--- src/design/wip_map.svh ---
`ifndef WIP_MAP_SVH
`define WIP_MAP_SVH

// register byte offsets
`define WIP_OFF_CTRL       8'h00
`define WIP_OFF_OTP        8'h04
`define WIP_OFF_MAIN_MASK  8'h08
`define WIP_OFF_FS_MASK    8'h0C
`define WIP_OFF_MAIN_FLAG  8'h10
`define WIP_OFF_FS_FLAG    8'h14
`define WIP_OFF_STATUS     8'h18

// control fields
`define WIP_CTRL_STANDBY   0
`define WIP_CTRL_POWER_UP  1

// fuse shadow fields
`define WIP_OTP_PARTNER    0
`define WIP_OTP_ENABLE     1
`define WIP_OTP_DLY_EXT    2

// main flag layout
`define WIP_MAIN_WAKE_A    14
`define WIP_MAIN_WAKE_B    15
`define WIP_MAIN_COM       16

// status fields
`define WIP_ST_WAKE_LSB    0
`define WIP_ST_BIAS        2
`define WIP_ST_PREREG      3
`define WIP_ST_IRQ_BUSY    4
`define WIP_ST_SYNC_LINE   5
`define WIP_ST_IRQ_LINE    6
`define WIP_ST_SEQ_LSB     8

// reset values
`define WIP_RST_CTRL       2'h0
`define WIP_RST_OTP        3'h0
`define WIP_RST_MAIN_MASK  17'h00000
`define WIP_RST_FS_MASK    6'h00

// timing
`define WIP_CLK_MHZ        250
`define WIP_IRQ_PULSE_US   100
`define WIP_PDN_DLY_US     250
`define WIP_PDN_EXT_US     32000
`define WIP_PDN_SHORT_CYC  1

`endif

--- src/design/wip_pkg.sv ---
package wip_pkg;

    typedef struct packed {
        logic a_dig;
        logic b_dig;
        logic a_alow;
        logic b_alow;
    } wip_wake_t;

    typedef struct packed {
        logic        com_err;
        logic [13:0] main;
        logic [5:0]  fs;
    } wip_src_t;

    typedef enum logic [5:0] {
        SQ_OFF  = 6'h01,
        SQ_SYNC = 6'h02,
        SQ_PRE  = 6'h04,
        SQ_PGW  = 6'h08,
        SQ_ON   = 6'h10,
        SQ_PDN  = 6'h20
    } wip_seq_t;

endpackage : wip_pkg

--- src/design/wip_sync.sv ---
module wip_sync #(
    parameter int W = 1
) (
    // clock and reset
    input  wire logic         clk,
    input  wire logic         rst_n,
    // data
    input  wire logic [W-1:0] d,
    output logic      [W-1:0] q
);
    logic [W-1:0] meta_r;

    always_ff @(posedge clk or negedge rst_n) begin
        if (!rst_n) begin
            meta_r <= '0;
            q      <= '0;
        end else begin
            meta_r <= d;
            q      <= meta_r;
        end
    end
endmodule // wip_sync

--- src/design/wip_timer.sv ---
module wip_timer (
    // clock and reset
    input  wire logic        clk,
    input  wire logic        rst_n,
    // control
    input  wire logic        load,
    input  wire logic [22:0] len,
    // state
    output logic             busy,
    output logic             done
);
    logic [22:0] cnt_r;

    // a load while running is ignored so a pulse is never cut short
    always_ff @(posedge clk or negedge rst_n) begin
        if (!rst_n) begin
            cnt_r <= 23'h000000;
            busy  <= 1'b0;
            done  <= 1'b0;
        end else begin
            done <= 1'b0;
            if (!busy && load) begin
                cnt_r <= len - 23'h000001;
                busy  <= 1'b1;
            end else if (busy) begin
                if (cnt_r == 23'h000000) begin
                    busy <= 1'b0;
                    done <= 1'b1;
                end else begin
                    cnt_r <= cnt_r - 23'h000001;
                end
            end
        end
    end
endmodule // wip_timer

--- src/design/wip_pins.sv ---
// Function
// - wake input above high threshold reads one and starts biasing
// - both wakes below analog low stop biasing, only in standby
// - open-drain interrupt pin pulses low on an interrupt event; events during a running pulse start no new one
// - interrupt pulse lasts nominally 100 us
// - per-source inhibit bit blocks that source's pulse
// - main sources: supply, bias, pre-regulator, bucks, linear, wakes, bus error
// - fail-safe sources: six over/undervoltage monitor events
// - fuse bit picks partner: 0 twin device, 1 external PMIC
// - sync only acts when its fuse enable is set
// - twin mode: pause before pre-regulator start until partner ready
// - PMIC mode: pause after pre-regulator start until power good released
// - PMIC mode turn-off delay 250 us, or 32 ms when extended
//
// Chosen here: the register addresses and the AHB-Lite interface to the registers.
`include "wip_map.svh"

module wip_pins #(
    parameter logic [22:0] IRQ_PULSE_CYC = 23'(`WIP_IRQ_PULSE_US * `WIP_CLK_MHZ),
    parameter logic [22:0] PDN_DLY_CYC   = 23'(`WIP_PDN_DLY_US * `WIP_CLK_MHZ),
    parameter logic [22:0] PDN_EXT_CYC   = 23'(`WIP_PDN_EXT_US * `WIP_CLK_MHZ)
) (
    // clock and reset
    input  wire logic              hclk,
    input  wire logic              hresetn,
    // ahb-lite slave
    input  wire logic              hsel,
    input  wire logic [31:0]       haddr,
    input  wire logic [1:0]        htrans,
    input  wire logic              hwrite,
    input  wire logic [2:0]        hsize,
    input  wire logic [31:0]       hwdata,
    input  wire logic              hready,
    output logic                   hreadyout,
    output logic                   hresp,
    output logic      [31:0]       hrdata,
    // wake comparators
    input  wire wip_pkg::wip_wake_t wake,
    // interrupt sources
    input  wire wip_pkg::wip_src_t src,
    // interrupt pin
    input  wire logic              irq_out_n_i,
    output logic                   irq_out_n_o,
    output logic                   irq_out_n_oe_n,
    // power sequence sync pin
    input  wire logic              power_sequence_sync_pin_i,
    output logic                   power_sequence_sync_pin_o,
    output logic                   power_sequence_sync_pin_oe_n,
    // supply enables
    output logic                   bias_supply_en,
    output logic                   pre_regulator_en
);
    import wip_pkg::*;

    localparam int AW = $bits(wip_wake_t) + $bits(wip_src_t) + 2;
    localparam logic [2:0] I_CTRL   = 3'(`WIP_OFF_CTRL >> 2);
    localparam logic [2:0] I_OTP    = 3'(`WIP_OFF_OTP >> 2);
    localparam logic [2:0] I_MMASK  = 3'(`WIP_OFF_MAIN_MASK >> 2);
    localparam logic [2:0] I_FMASK  = 3'(`WIP_OFF_FS_MASK >> 2);
    localparam logic [2:0] I_MFLAG  = 3'(`WIP_OFF_MAIN_FLAG >> 2);
    localparam logic [2:0] I_FFLAG  = 3'(`WIP_OFF_FS_FLAG >> 2);
    localparam logic [2:0] I_STATUS = 3'(`WIP_OFF_STATUS >> 2);

    // set beats clear so an event in the clearing cycle survives
    function automatic logic [16:0] w1c(input logic [16:0] f,
                                        input logic [16:0] e,
                                        input logic [16:0] c);
        return (f & ~c) | e;
    endfunction

    function automatic logic is_mapped(input logic [31:0] a);
        return (a[31:5] == 27'h0000000) && (a[4:2] != 3'h7) && (a[1:0] == 2'h0);
    endfunction

    // pin inputs
    logic [AW-1:0] async_in;
    logic [AW-1:0] async_q;
    wip_wake_t     wake_s;
    wip_src_t      src_s;
    logic          irq_line_s;
    logic          sync_line_s;

    // registers
    logic [1:0]    ctrl_r;
    logic [2:0]    otp_r;
    logic [16:0]   mmask_r;
    logic [5:0]    fmask_r;
    logic [16:0]   mflag_r;
    logic [5:0]    fflag_r;

    // bus
    logic          ph_r;
    logic          ph_wr_r;
    logic          ph_map_r;
    logic [2:0]    ph_idx_r;
    logic          take;
    logic          wr_en;
    logic [31:0]   rd_nxt;

    // events
    logic [1:0]    wake_dig;
    logic [1:0]    wake_prev_r;
    logic [1:0]    wake_edge;
    logic [14:0]   main_lvl;
    logic [14:0]   main_prev_r;
    logic [5:0]    fs_prev_r;
    logic [16:0]   mevt;
    logic [5:0]    fevt;
    logic          irq_fire;
    logic          irq_busy;

    // sequencer
    wip_seq_t      seq_r;
    wip_seq_t      seq_nxt;
    logic          sync_en;
    logic          pmic_mode;
    logic          up_req;
    logic          pdn_load;
    logic [22:0]   pdn_len;
    logic          pdn_done;

    assign async_in = {wake, src, irq_out_n_i, power_sequence_sync_pin_i};

    wip_sync #(
        .W     (AW)
    ) u_sync (
        .clk   (hclk),
        .rst_n (hresetn),
        .d     (async_in),
        .q     (async_q)
    );

    assign {wake_s, src_s, irq_line_s, sync_line_s} = async_q;

    // bus front end: one wait state on every transfer
    assign take  = hsel && htrans[1] && hready;
    assign wr_en = ph_r && ph_wr_r && ph_map_r;

    always_ff @(posedge hclk or negedge hresetn) begin
        if (!hresetn) begin
            ph_r      <= 1'b0;
            ph_wr_r   <= 1'b0;
            ph_map_r  <= 1'b0;
            ph_idx_r  <= 3'h0;
            hreadyout <= 1'b1;
        end else if (take) begin
            ph_r      <= 1'b1;
            ph_wr_r   <= hwrite;
            ph_map_r  <= is_mapped(haddr);
            ph_idx_r  <= haddr[4:2];
            hreadyout <= 1'b0;
        end else if (ph_r) begin
            ph_r      <= 1'b0;
            hreadyout <= 1'b1;
        end
    end

    always_ff @(posedge hclk or negedge hresetn) begin
        if (!hresetn) begin
            hresp <= 1'b0;
        end else begin
            hresp <= 1'b0;
        end
    end

    always_comb begin
        rd_nxt = 32'h00000000;
        if (ph_map_r) begin
            case (ph_idx_r)
                I_CTRL:   rd_nxt = {30'h00000000, ctrl_r};
                I_OTP:    rd_nxt = {29'h00000000, otp_r};
                I_MMASK:  rd_nxt = {15'h0000, mmask_r};
                I_FMASK:  rd_nxt = {26'h0000000, fmask_r};
                I_MFLAG:  rd_nxt = {15'h0000, mflag_r};
                I_FFLAG:  rd_nxt = {26'h0000000, fflag_r};
                I_STATUS: begin
                    rd_nxt[`WIP_ST_WAKE_LSB +: 2] = wake_prev_r;
                    rd_nxt[`WIP_ST_BIAS]          = bias_supply_en;
                    rd_nxt[`WIP_ST_PREREG]        = pre_regulator_en;
                    rd_nxt[`WIP_ST_IRQ_BUSY]      = irq_busy;
                    rd_nxt[`WIP_ST_SYNC_LINE]     = sync_line_s;
                    rd_nxt[`WIP_ST_IRQ_LINE]      = irq_line_s;
                    rd_nxt[`WIP_ST_SEQ_LSB +: 6]  = seq_r;
                end
                default:  rd_nxt = 32'h00000000;
            endcase
        end
    end

    always_ff @(posedge hclk or negedge hresetn) begin
        if (!hresetn) begin
            hrdata <= 32'h00000000;
        end else if (ph_r && !ph_wr_r) begin
            hrdata <= rd_nxt;
        end
    end

    // software registers
    always_ff @(posedge hclk or negedge hresetn) begin
        if (!hresetn) begin
            ctrl_r  <= `WIP_RST_CTRL;
            otp_r   <= `WIP_RST_OTP;
            mmask_r <= `WIP_RST_MAIN_MASK;
            fmask_r <= `WIP_RST_FS_MASK;
        end else if (wr_en) begin
            if (ph_idx_r == I_CTRL) begin
                ctrl_r <= hwdata[1:0];
            end
            if (ph_idx_r == I_OTP) begin
                otp_r <= hwdata[2:0];
            end
            if (ph_idx_r == I_MMASK) begin
                mmask_r <= hwdata[16:0];
            end
            if (ph_idx_r == I_FMASK) begin
                fmask_r <= hwdata[5:0];
            end
        end
    end

    assign wake_dig  = {wake_s.b_dig, wake_s.a_dig};
    assign wake_edge = wake_dig ^ wake_prev_r;

    always_ff @(posedge hclk or negedge hresetn) begin
        if (!hresetn) begin
            wake_prev_r <= 2'h0;
        end else begin
            wake_prev_r <= wake_dig;
        end
    end

    always_ff @(posedge hclk or negedge hresetn) begin
        if (!hresetn) begin
            bias_supply_en <= 1'b0;
        end else if (|wake_dig) begin
            bias_supply_en <= 1'b1;
        end else if (wake_s.a_alow && wake_s.b_alow && ctrl_r[`WIP_CTRL_STANDBY]) begin
            bias_supply_en <= 1'b0;
        end
    end

    // sources are levels; a rising edge counts as a new event, but a wake counts on either edge
    assign main_lvl = {src_s.com_err, src_s.main};

    always_ff @(posedge hclk or negedge hresetn) begin
        if (!hresetn) begin
            main_prev_r <= 15'h0000;
            fs_prev_r   <= 6'h00;
        end else begin
            main_prev_r <= main_lvl;
            fs_prev_r   <= src_s.fs;
        end
    end

    assign mevt = {main_lvl[14], wake_edge, main_lvl[13:0] & ~main_prev_r[13:0]}
                & {~main_prev_r[14], 16'hFFFF};
    assign fevt = src_s.fs & ~fs_prev_r;

    always_ff @(posedge hclk or negedge hresetn) begin
        if (!hresetn) begin
            mflag_r <= 17'h00000;
            fflag_r <= 6'h00;
        end else begin
            mflag_r <= w1c(mflag_r, mevt,
                           (wr_en && ph_idx_r == I_MFLAG) ? hwdata[16:0] : 17'h00000);
            fflag_r <= 6'(w1c(17'(fflag_r), 17'(fevt),
                              (wr_en && ph_idx_r == I_FFLAG) ? 17'(hwdata[5:0])
                                                              : 17'h00000));
        end
    end

    assign irq_fire = (|(mevt & ~mmask_r)) || (|(fevt & ~fmask_r));

    wip_timer u_irq_timer (
        .clk   (hclk),
        .rst_n (hresetn),
        .load  (irq_fire),
        .len   (IRQ_PULSE_CYC),
        .busy  (irq_busy),
        .done  ()
    );

    always_ff @(posedge hclk or negedge hresetn) begin
        if (!hresetn) begin
            irq_out_n_o    <= 1'b0;
            irq_out_n_oe_n <= 1'b1;
        end else begin
            irq_out_n_o    <= 1'b0;
            irq_out_n_oe_n <= !irq_busy;
        end
    end

    assign pmic_mode = otp_r[`WIP_OTP_PARTNER];
    assign sync_en   = otp_r[`WIP_OTP_ENABLE];
    assign up_req    = ctrl_r[`WIP_CTRL_POWER_UP] && bias_supply_en;

    always_comb begin
        seq_nxt = seq_r;
        case (seq_r)
            SQ_OFF: begin
                if (up_req) begin
                    seq_nxt = SQ_SYNC;
                end
            end
            SQ_SYNC: begin
                if (!up_req) begin
                    seq_nxt = SQ_OFF;
                end else if (!sync_en || pmic_mode || sync_line_s) begin
                    seq_nxt = SQ_PRE;
                end
            end
            SQ_PRE: begin
                if (sync_en && pmic_mode) begin
                    seq_nxt = SQ_PGW;
                end else begin
                    seq_nxt = SQ_ON;
                end
            end
            SQ_PGW: begin
                if (!up_req) begin
                    seq_nxt = SQ_PDN;
                end else if (sync_line_s) begin
                    seq_nxt = SQ_ON;
                end
            end
            SQ_ON: begin
                if (!up_req) begin
                    seq_nxt = SQ_PDN;
                end
            end
            SQ_PDN: begin
                if (pdn_done) begin
                    seq_nxt = SQ_OFF;
                end
            end
            default: seq_nxt = SQ_OFF;
        endcase
    end

    always_ff @(posedge hclk or negedge hresetn) begin
        if (!hresetn) begin
            seq_r <= SQ_OFF;
        end else begin
            seq_r <= seq_nxt;
        end
    end

    assign pdn_load = (seq_r != SQ_PDN) && (seq_nxt == SQ_PDN);
    assign pdn_len  = !(sync_en && pmic_mode) ? 23'(`WIP_PDN_SHORT_CYC)
                    : otp_r[`WIP_OTP_DLY_EXT] ? PDN_EXT_CYC : PDN_DLY_CYC;

    wip_timer u_pdn_timer (
        .clk   (hclk),
        .rst_n (hresetn),
        .load  (pdn_load),
        .len   (pdn_len),
        .busy  (),
        .done  (pdn_done)
    );

    // pre-regulator stays on until the turn-off delay ends
    always_ff @(posedge hclk or negedge hresetn) begin
        if (!hresetn) begin
            pre_regulator_en <= 1'b0;
        end else begin
            pre_regulator_en <= (seq_nxt != SQ_OFF) && (seq_nxt != SQ_SYNC);
        end
    end

    always_ff @(posedge hclk or negedge hresetn) begin
        if (!hresetn) begin
            power_sequence_sync_pin_o    <= 1'b0;
            power_sequence_sync_pin_oe_n <= 1'b1;
        end else begin
            power_sequence_sync_pin_o    <= 1'b0;
            power_sequence_sync_pin_oe_n <= !(sync_en && !pmic_mode && seq_nxt == SQ_OFF);
        end
    end

endmodule // wip_pins

--- config.mk ---
export PLATFORM = sky130hd
export DESIGN_NAME = wip_pins
export DESIGN_NICKNAME = d
export VERILOG_FILES = /design/src/design/wip_pkg.sv /design/src/design/wip_sync.sv /design/src/design/wip_timer.sv /design/src/design/wip_pins.sv
export VERILOG_INCLUDE_DIRS = /design/src /design/src/design
export SDC_FILE = /design/constraint.sdc
export NUM_CORES = 1
export LEC_CHECK = 0
export BUFFER_PORTS_ARGS = -buffer_cell sky130_fd_sc_hd__buf_2
export CAP_MARGIN = 15
export CORE_MARGIN = 1
export CORE_UTILIZATION = 53
export DETAILED_ROUTE_END_ITERATION = 6
export MAX_ROUTING_LAYER = met4
export PLACE_DENSITY = 0.8
export SLEW_MARGIN = 40
export SYNTH_ARGS = -nofsm -noshare
export SYNTH_HDL_FRONTEND = slang
export SYNTH_HIERARCHICAL = 1
export SYNTH_SLANG_ARGS = --single-unit
--- constraint.sdc ---
create_clock -name hclk -period 3.6 [get_ports hclk]
set_input_delay 0 -clock hclk [delete_from_list [all_inputs] [get_ports hclk]]
set_output_delay 0 -clock hclk [all_outputs]
set_load 0.01 [all_outputs]
* Word-level counts from Yosys, hierarchy flattened
Index checks and enable logic that the tools add are counted.
** Storage, ports and cells
- Word-level logic and storage cells :: 151
- Input bits :: 101
- ROM bits :: 0
- Bits in registers :: 226
- Bits in latches :: 0
- Memory bits (writable) :: 0
- Memories :: 0
** Cells by class
- Bitwise operators :: 17
- Div/mod/pow operators :: 0
- $lt $le $gt $ge :: 0
- $add $sub $neg :: 3
- Muxes and demuxes :: 38
- Reduce and logical (&&, ||, !) cells :: 46
- Eq/ne operators :: 20
- Multiply operators :: 0
- Shift operators :: 0
** Operators by type and width (count)
- $mux W23 :: 8
- $sub A23 B1 Y23 const B :: 3
- $and A17 B17 Y17 :: 3
- $pmux W7 S7 :: 1
- $mux W6 :: 8
- $logic_not A23 Y1 :: 2
- $pmux W6 S6 :: 1
- $mux W17 :: 2
- $not A17 Y17 :: 2
- $logic_not A27 Y1 :: 1
- $logic_and A1 B1 Y1 :: 19
- $and A6 B6 Y6 :: 3
- $not A6 Y6 :: 3
- $pmux W6 S3 :: 1
- $or A17 B17 Y17 :: 1
- $reduce_or A17 Y1 :: 1
- $and A14 B14 Y14 :: 1
- $mux W1 :: 14
- $not A14 Y14 :: 1
- $eq A6 B1 Y1 const B :: 2
- $eq A6 B6 Y1 const B :: 2
- $reduce_and A2 Y1 :: 6
- $eq A3 B3 Y1 const B :: 3
- $reduce_bool A2 Y1 :: 4
- 23 further kinds :: 32

* Depth between registers and ports, before layout
- Depth in word-level cells :: 11
- Depth in mapped cells :: 16

* Hierarchy
Netlist, hierarchy kept.
** Modules (own cells, without submodules)
- wip_pins :: instances 1, seq. area each 2707.6 um2, cells an instance 445, area each 5022.3 um2
- wip_timer :: instances 2, seq. area each 625.6 um2, cells an instance 262, area each 2115.8 um2
- wip_sync :: instances 1, seq. area each 1351.3 um2, cells an instance 54, area each 1351.3 um2

* Worst setup path after synthesis
No wires, ideal clock.
- Path kind :: register to register
- Start :: register u_sync.q[7]
- End :: register u_irq_timer.cnt_r[20]
- Cell stages (with the launch flop) :: 17
- Path buffers :: 4
- Data arrival time :: 3334 ps
- Slack :: 165 ps
- Required time :: 3499 ps
- Cell sequence :: dfrtp_1 nor3b_1 nor4_1 nand4_1 a211o_1 nand2b_4 buf_6 buf_2 buf_2 buf_1 mux2i_1 ha_1 o211ai_1 nor3_4 and3_1 and3_1 nor4_1
** Between the ends
- Longest elaborated chain between the ends :: 7
** RTL lines
- from (decl) :: line wip_sync.sv:9 : output logic [W-1:0] q
- from (signal assigned) :: line wip_sync.sv:19 : q <= meta_r;
- $and A6 B6 Y6 * :: line wip_pins.sv:257 : assign fevt = src_s.fs & ~fs_prev_r;
- $and A6 B6 Y6 * :: line wip_pins.sv:272 : assign irq_fire = (|(mevt & ~mmask_r)) || (|(fevt & ~fmask_r));
- $reduce_or A6 Y1 * :: line wip_pins.sv:272
- $logic_or A1 B1 Y1 * :: line wip_pins.sv:272
- via irq_fire :: line wip_pins.sv:109 : logic irq_fire;
- $logic_and A1 B1 Y1 * :: line wip_timer.sv:22 : if (!busy && load) begin
- $ne A2 B1 Y1 (no source line) or $reduce_bool A2 Y1 (tied branches)
- $reduce_and A2 Y1 (no source line)
- to (signal assigned) :: line wip_timer.sv:23 : cnt_r <= len - 23'h000001;
- to (signal assigned) :: line wip_timer.sv:30 : cnt_r <= cnt_r - 23'h000001;
- to (decl) :: line wip_timer.sv:12 : logic [22:0] cnt_r;
The timed path passes the listed nets; every way through them passes the cells marked *.
A chain may end at the register's enable or synchronous reset.

* Final worst setup path
- Start :: register u_sync.q[3]
- End :: register u_irq_timer.cnt_r[17]
The elaborated chain is that of the path after synthesis.

==> results.toml <==
[place]
dpl_worst_slack_ps = 211.5
portBuffers = 103
globalplace.congestion = 0.8891
place_area_sq_um = 11820
dp_hpwl_microns = 18010

[grt]
track_usage_pct = 28.67
grt_overflow = 0
antenna_found_initial = 0
grt_max_degree = 77
grt_pass1_wl_microns = 44820
grt_pass1_vias = 8863

[worst_setup_path]
crit_path_start_kind = "flip-flop"
path_cells = "nor3b_1 -> nor4_1 -> nand4_1 -> a211o_2 -> nor2b_2 -> mux2_2 -> nor4_2 -> and3_1 -> mux2_1 -> a21oi_1"
path_max_fanout = 6
worstSetupPathType = "flip-flop to flip-flop"
required_ps = 4030
slowest_delay_ps = 440
crit_arrival_ps = 3760
slowest_stage = "a211o_2"
worstSetupEndpointType = "flip-flop"

[clock_tree]
root_buffer = "clkbuf_16"
clock_latency_ps = 510
cts_made_buffers = 23
clockBufferDepth = 3
cts_tree = "done"
clkSinkCount = 211
post_cts_buffers = 0
clkTransAtPathRegs_ps = 60
htree_levels = 1

[sta]
fin_crit_ps = 3329
drv_slew = 0
setup_tns_ps = 0
tightest_slew_ps = 736.0
setup_ws_ps = 270.6
fin_worst_skew_ps = 7.432
fin_crit_sh_pct = 92.48
slew_headroom_pct = 49.53
hold_violations = 0
setup_viol = 0
timing.fmax_mhz = 300.4
rsz0062_at_grt = "false"

[drt]
drtAntennaViolNets = 0
firstDrtPassIters = 5
wl_per_cell_microns = 17.41
drc = 0
routed_wl_microns = 27370
drt-vias-per-instance = 5.688
vias = 8941
drtIter0Drc = 769

[die]
dieArea_sq_um = 20530
initial_core_util_pct = 54.18
row_count = 51
core_sq_um = 19530
die_w_microns = 143.3
io-pin-count = 141
die_y_microns = 143.3

[cells_and_area]
finalInstanceArea_sq_um = 13200
nets = 1393
multi_input_area_sq_um = 5261
drive_gt1_share_pct = 18.36
n_antenna_cell = 0
area_growth_pct = 24.79
regArea_sq_um = 5286
fillCellCount = 1411

[run]
drv_cap = 0

[synthesis]
syn-cell-area_sq_um = 10580
postSynthAreaPerCell_sq_um = 10.35
ys_warn_count = 6
synthCells = 1022

[power_and_ir_drop]
power_density_nw_per_um2 = 498.2
leakagePower_nw = 6.261
worst_ir_drop_vdd_mv = 0.4720

[status]
outcome = "complete, no violations"

[hold_path]
hold_path_class = "primary input to asynchronous set/reset pin"
==> worst max-delay path: cells and delay by family (launching register included) <==
family / cells / cell delay, ps
AND/OR/NAND/NOR: 6 / 1580
multiplexers: 2 / 710
AO/OA/AOI/OAI: 2 / 560
flip-flops: 1 / 410
==> final cells by class <==
class                           count  area share [%]
Clock inverter                      6          0.8529
Inverter                           38           1.080
Clock buffer                       36           5.184
Tap cell                          265           2.511
Multi-Input combinational cell    825           39.85
Timing Repair Buffer              191           10.48
Sequential cell                   211           40.04
==> registers in the layout, indices dropped and copies added, names as in the netlist, 15 cells and up <==
register / flops
u_sync/meta_r: 27
main_prev_r: 15
mflag_r: 17
mmask_r: 17
u_pdn_timer/cnt_r: 23
hrdata: 17
u_sync/q: 27
u_irq_timer/cnt_r: 23
==> layer usage <==
metal	vias up	wire length [microns]	GRT usage (%)
li1	4137	-	-
met1	4400	11790	36.88
met2	356	13340	48.01
met3	48	1660	3.832
met4	0	576	7.503
met5	-	0	-
==> placed cells by master, fill, tap and decap left out, types with 17 or more instances in the layout <==
cell type and n:
nand2_1 89, nor2_1 119, mux2_2 26, nor4_1 19
nor3_1 27, conb_1 112, o21ai_0 41, nand3_1 17
dfrtp_1 206, inv_1 37, clkbuf_16 23, a22o_1 32
dlygate4sd3_1 56, mux2i_1 51, nor3b_1 22, buf_4 28
a21oi_1 34, buf_2 102
==> path summary, 6_finish.rpt <==
| check | start | to | slack, ps | depth (start not counted) |
|---|---|---|---|---|
| worst max-delay path | u_sync/q[3] | u_irq_timer/cnt_r[17] | 270 | 10 |
| worst min-delay path | hresetn | main_prev_r[12] | 5 | 2 |
| worst max register to register | u_sync/q[3] | u_irq_timer/cnt_r[17] | 270 | 10 |
| worst min register to register | u_sync/meta_r[10] | u_sync/q[10] | 350 | 0 |
| max in group asynchronous | hresetn | u_irq_timer/cnt_r[13] | 2550 | 4 |
| min in group hclk | hready | ph_idx_r[0] | 60 | 3 |
==> metrics by stage <==
step | util (%) | std cells | power (mW) | hold WS, ps
after detailed placement | 60.53 | 1474 | 4.073 | -64.90
final | 67.62 | 1572 | 6.578 | 4.504
after global placement | 60.39 | 1473 | 4.025 | 107.6
after global routing | 67.62 | 1572 | 6.868 | 33.12
after floorplan | - | 1132 | 3.678 | -295.6
after CTS | 67.49 | 1572 | 6.581 | 6.404
==> where the power goes <==
part           internal, mW  switching (mW)  total, mW  leakage [nW]
logic                 0.561           0.727       1.29          3.36
clock network          1.52           0.945       2.47         0.390
registers              2.57           0.254       2.82          2.51
==> what timing repair did <==
item                                    4_1_cts  5_1_grt
endpoints found under the setup margin        0        5
hold endpoints to repair                    236        0
gates resized for setup                       0        4
hold buffers                                 56        0
No activity file was read; power rests on OpenSTA's default activity.
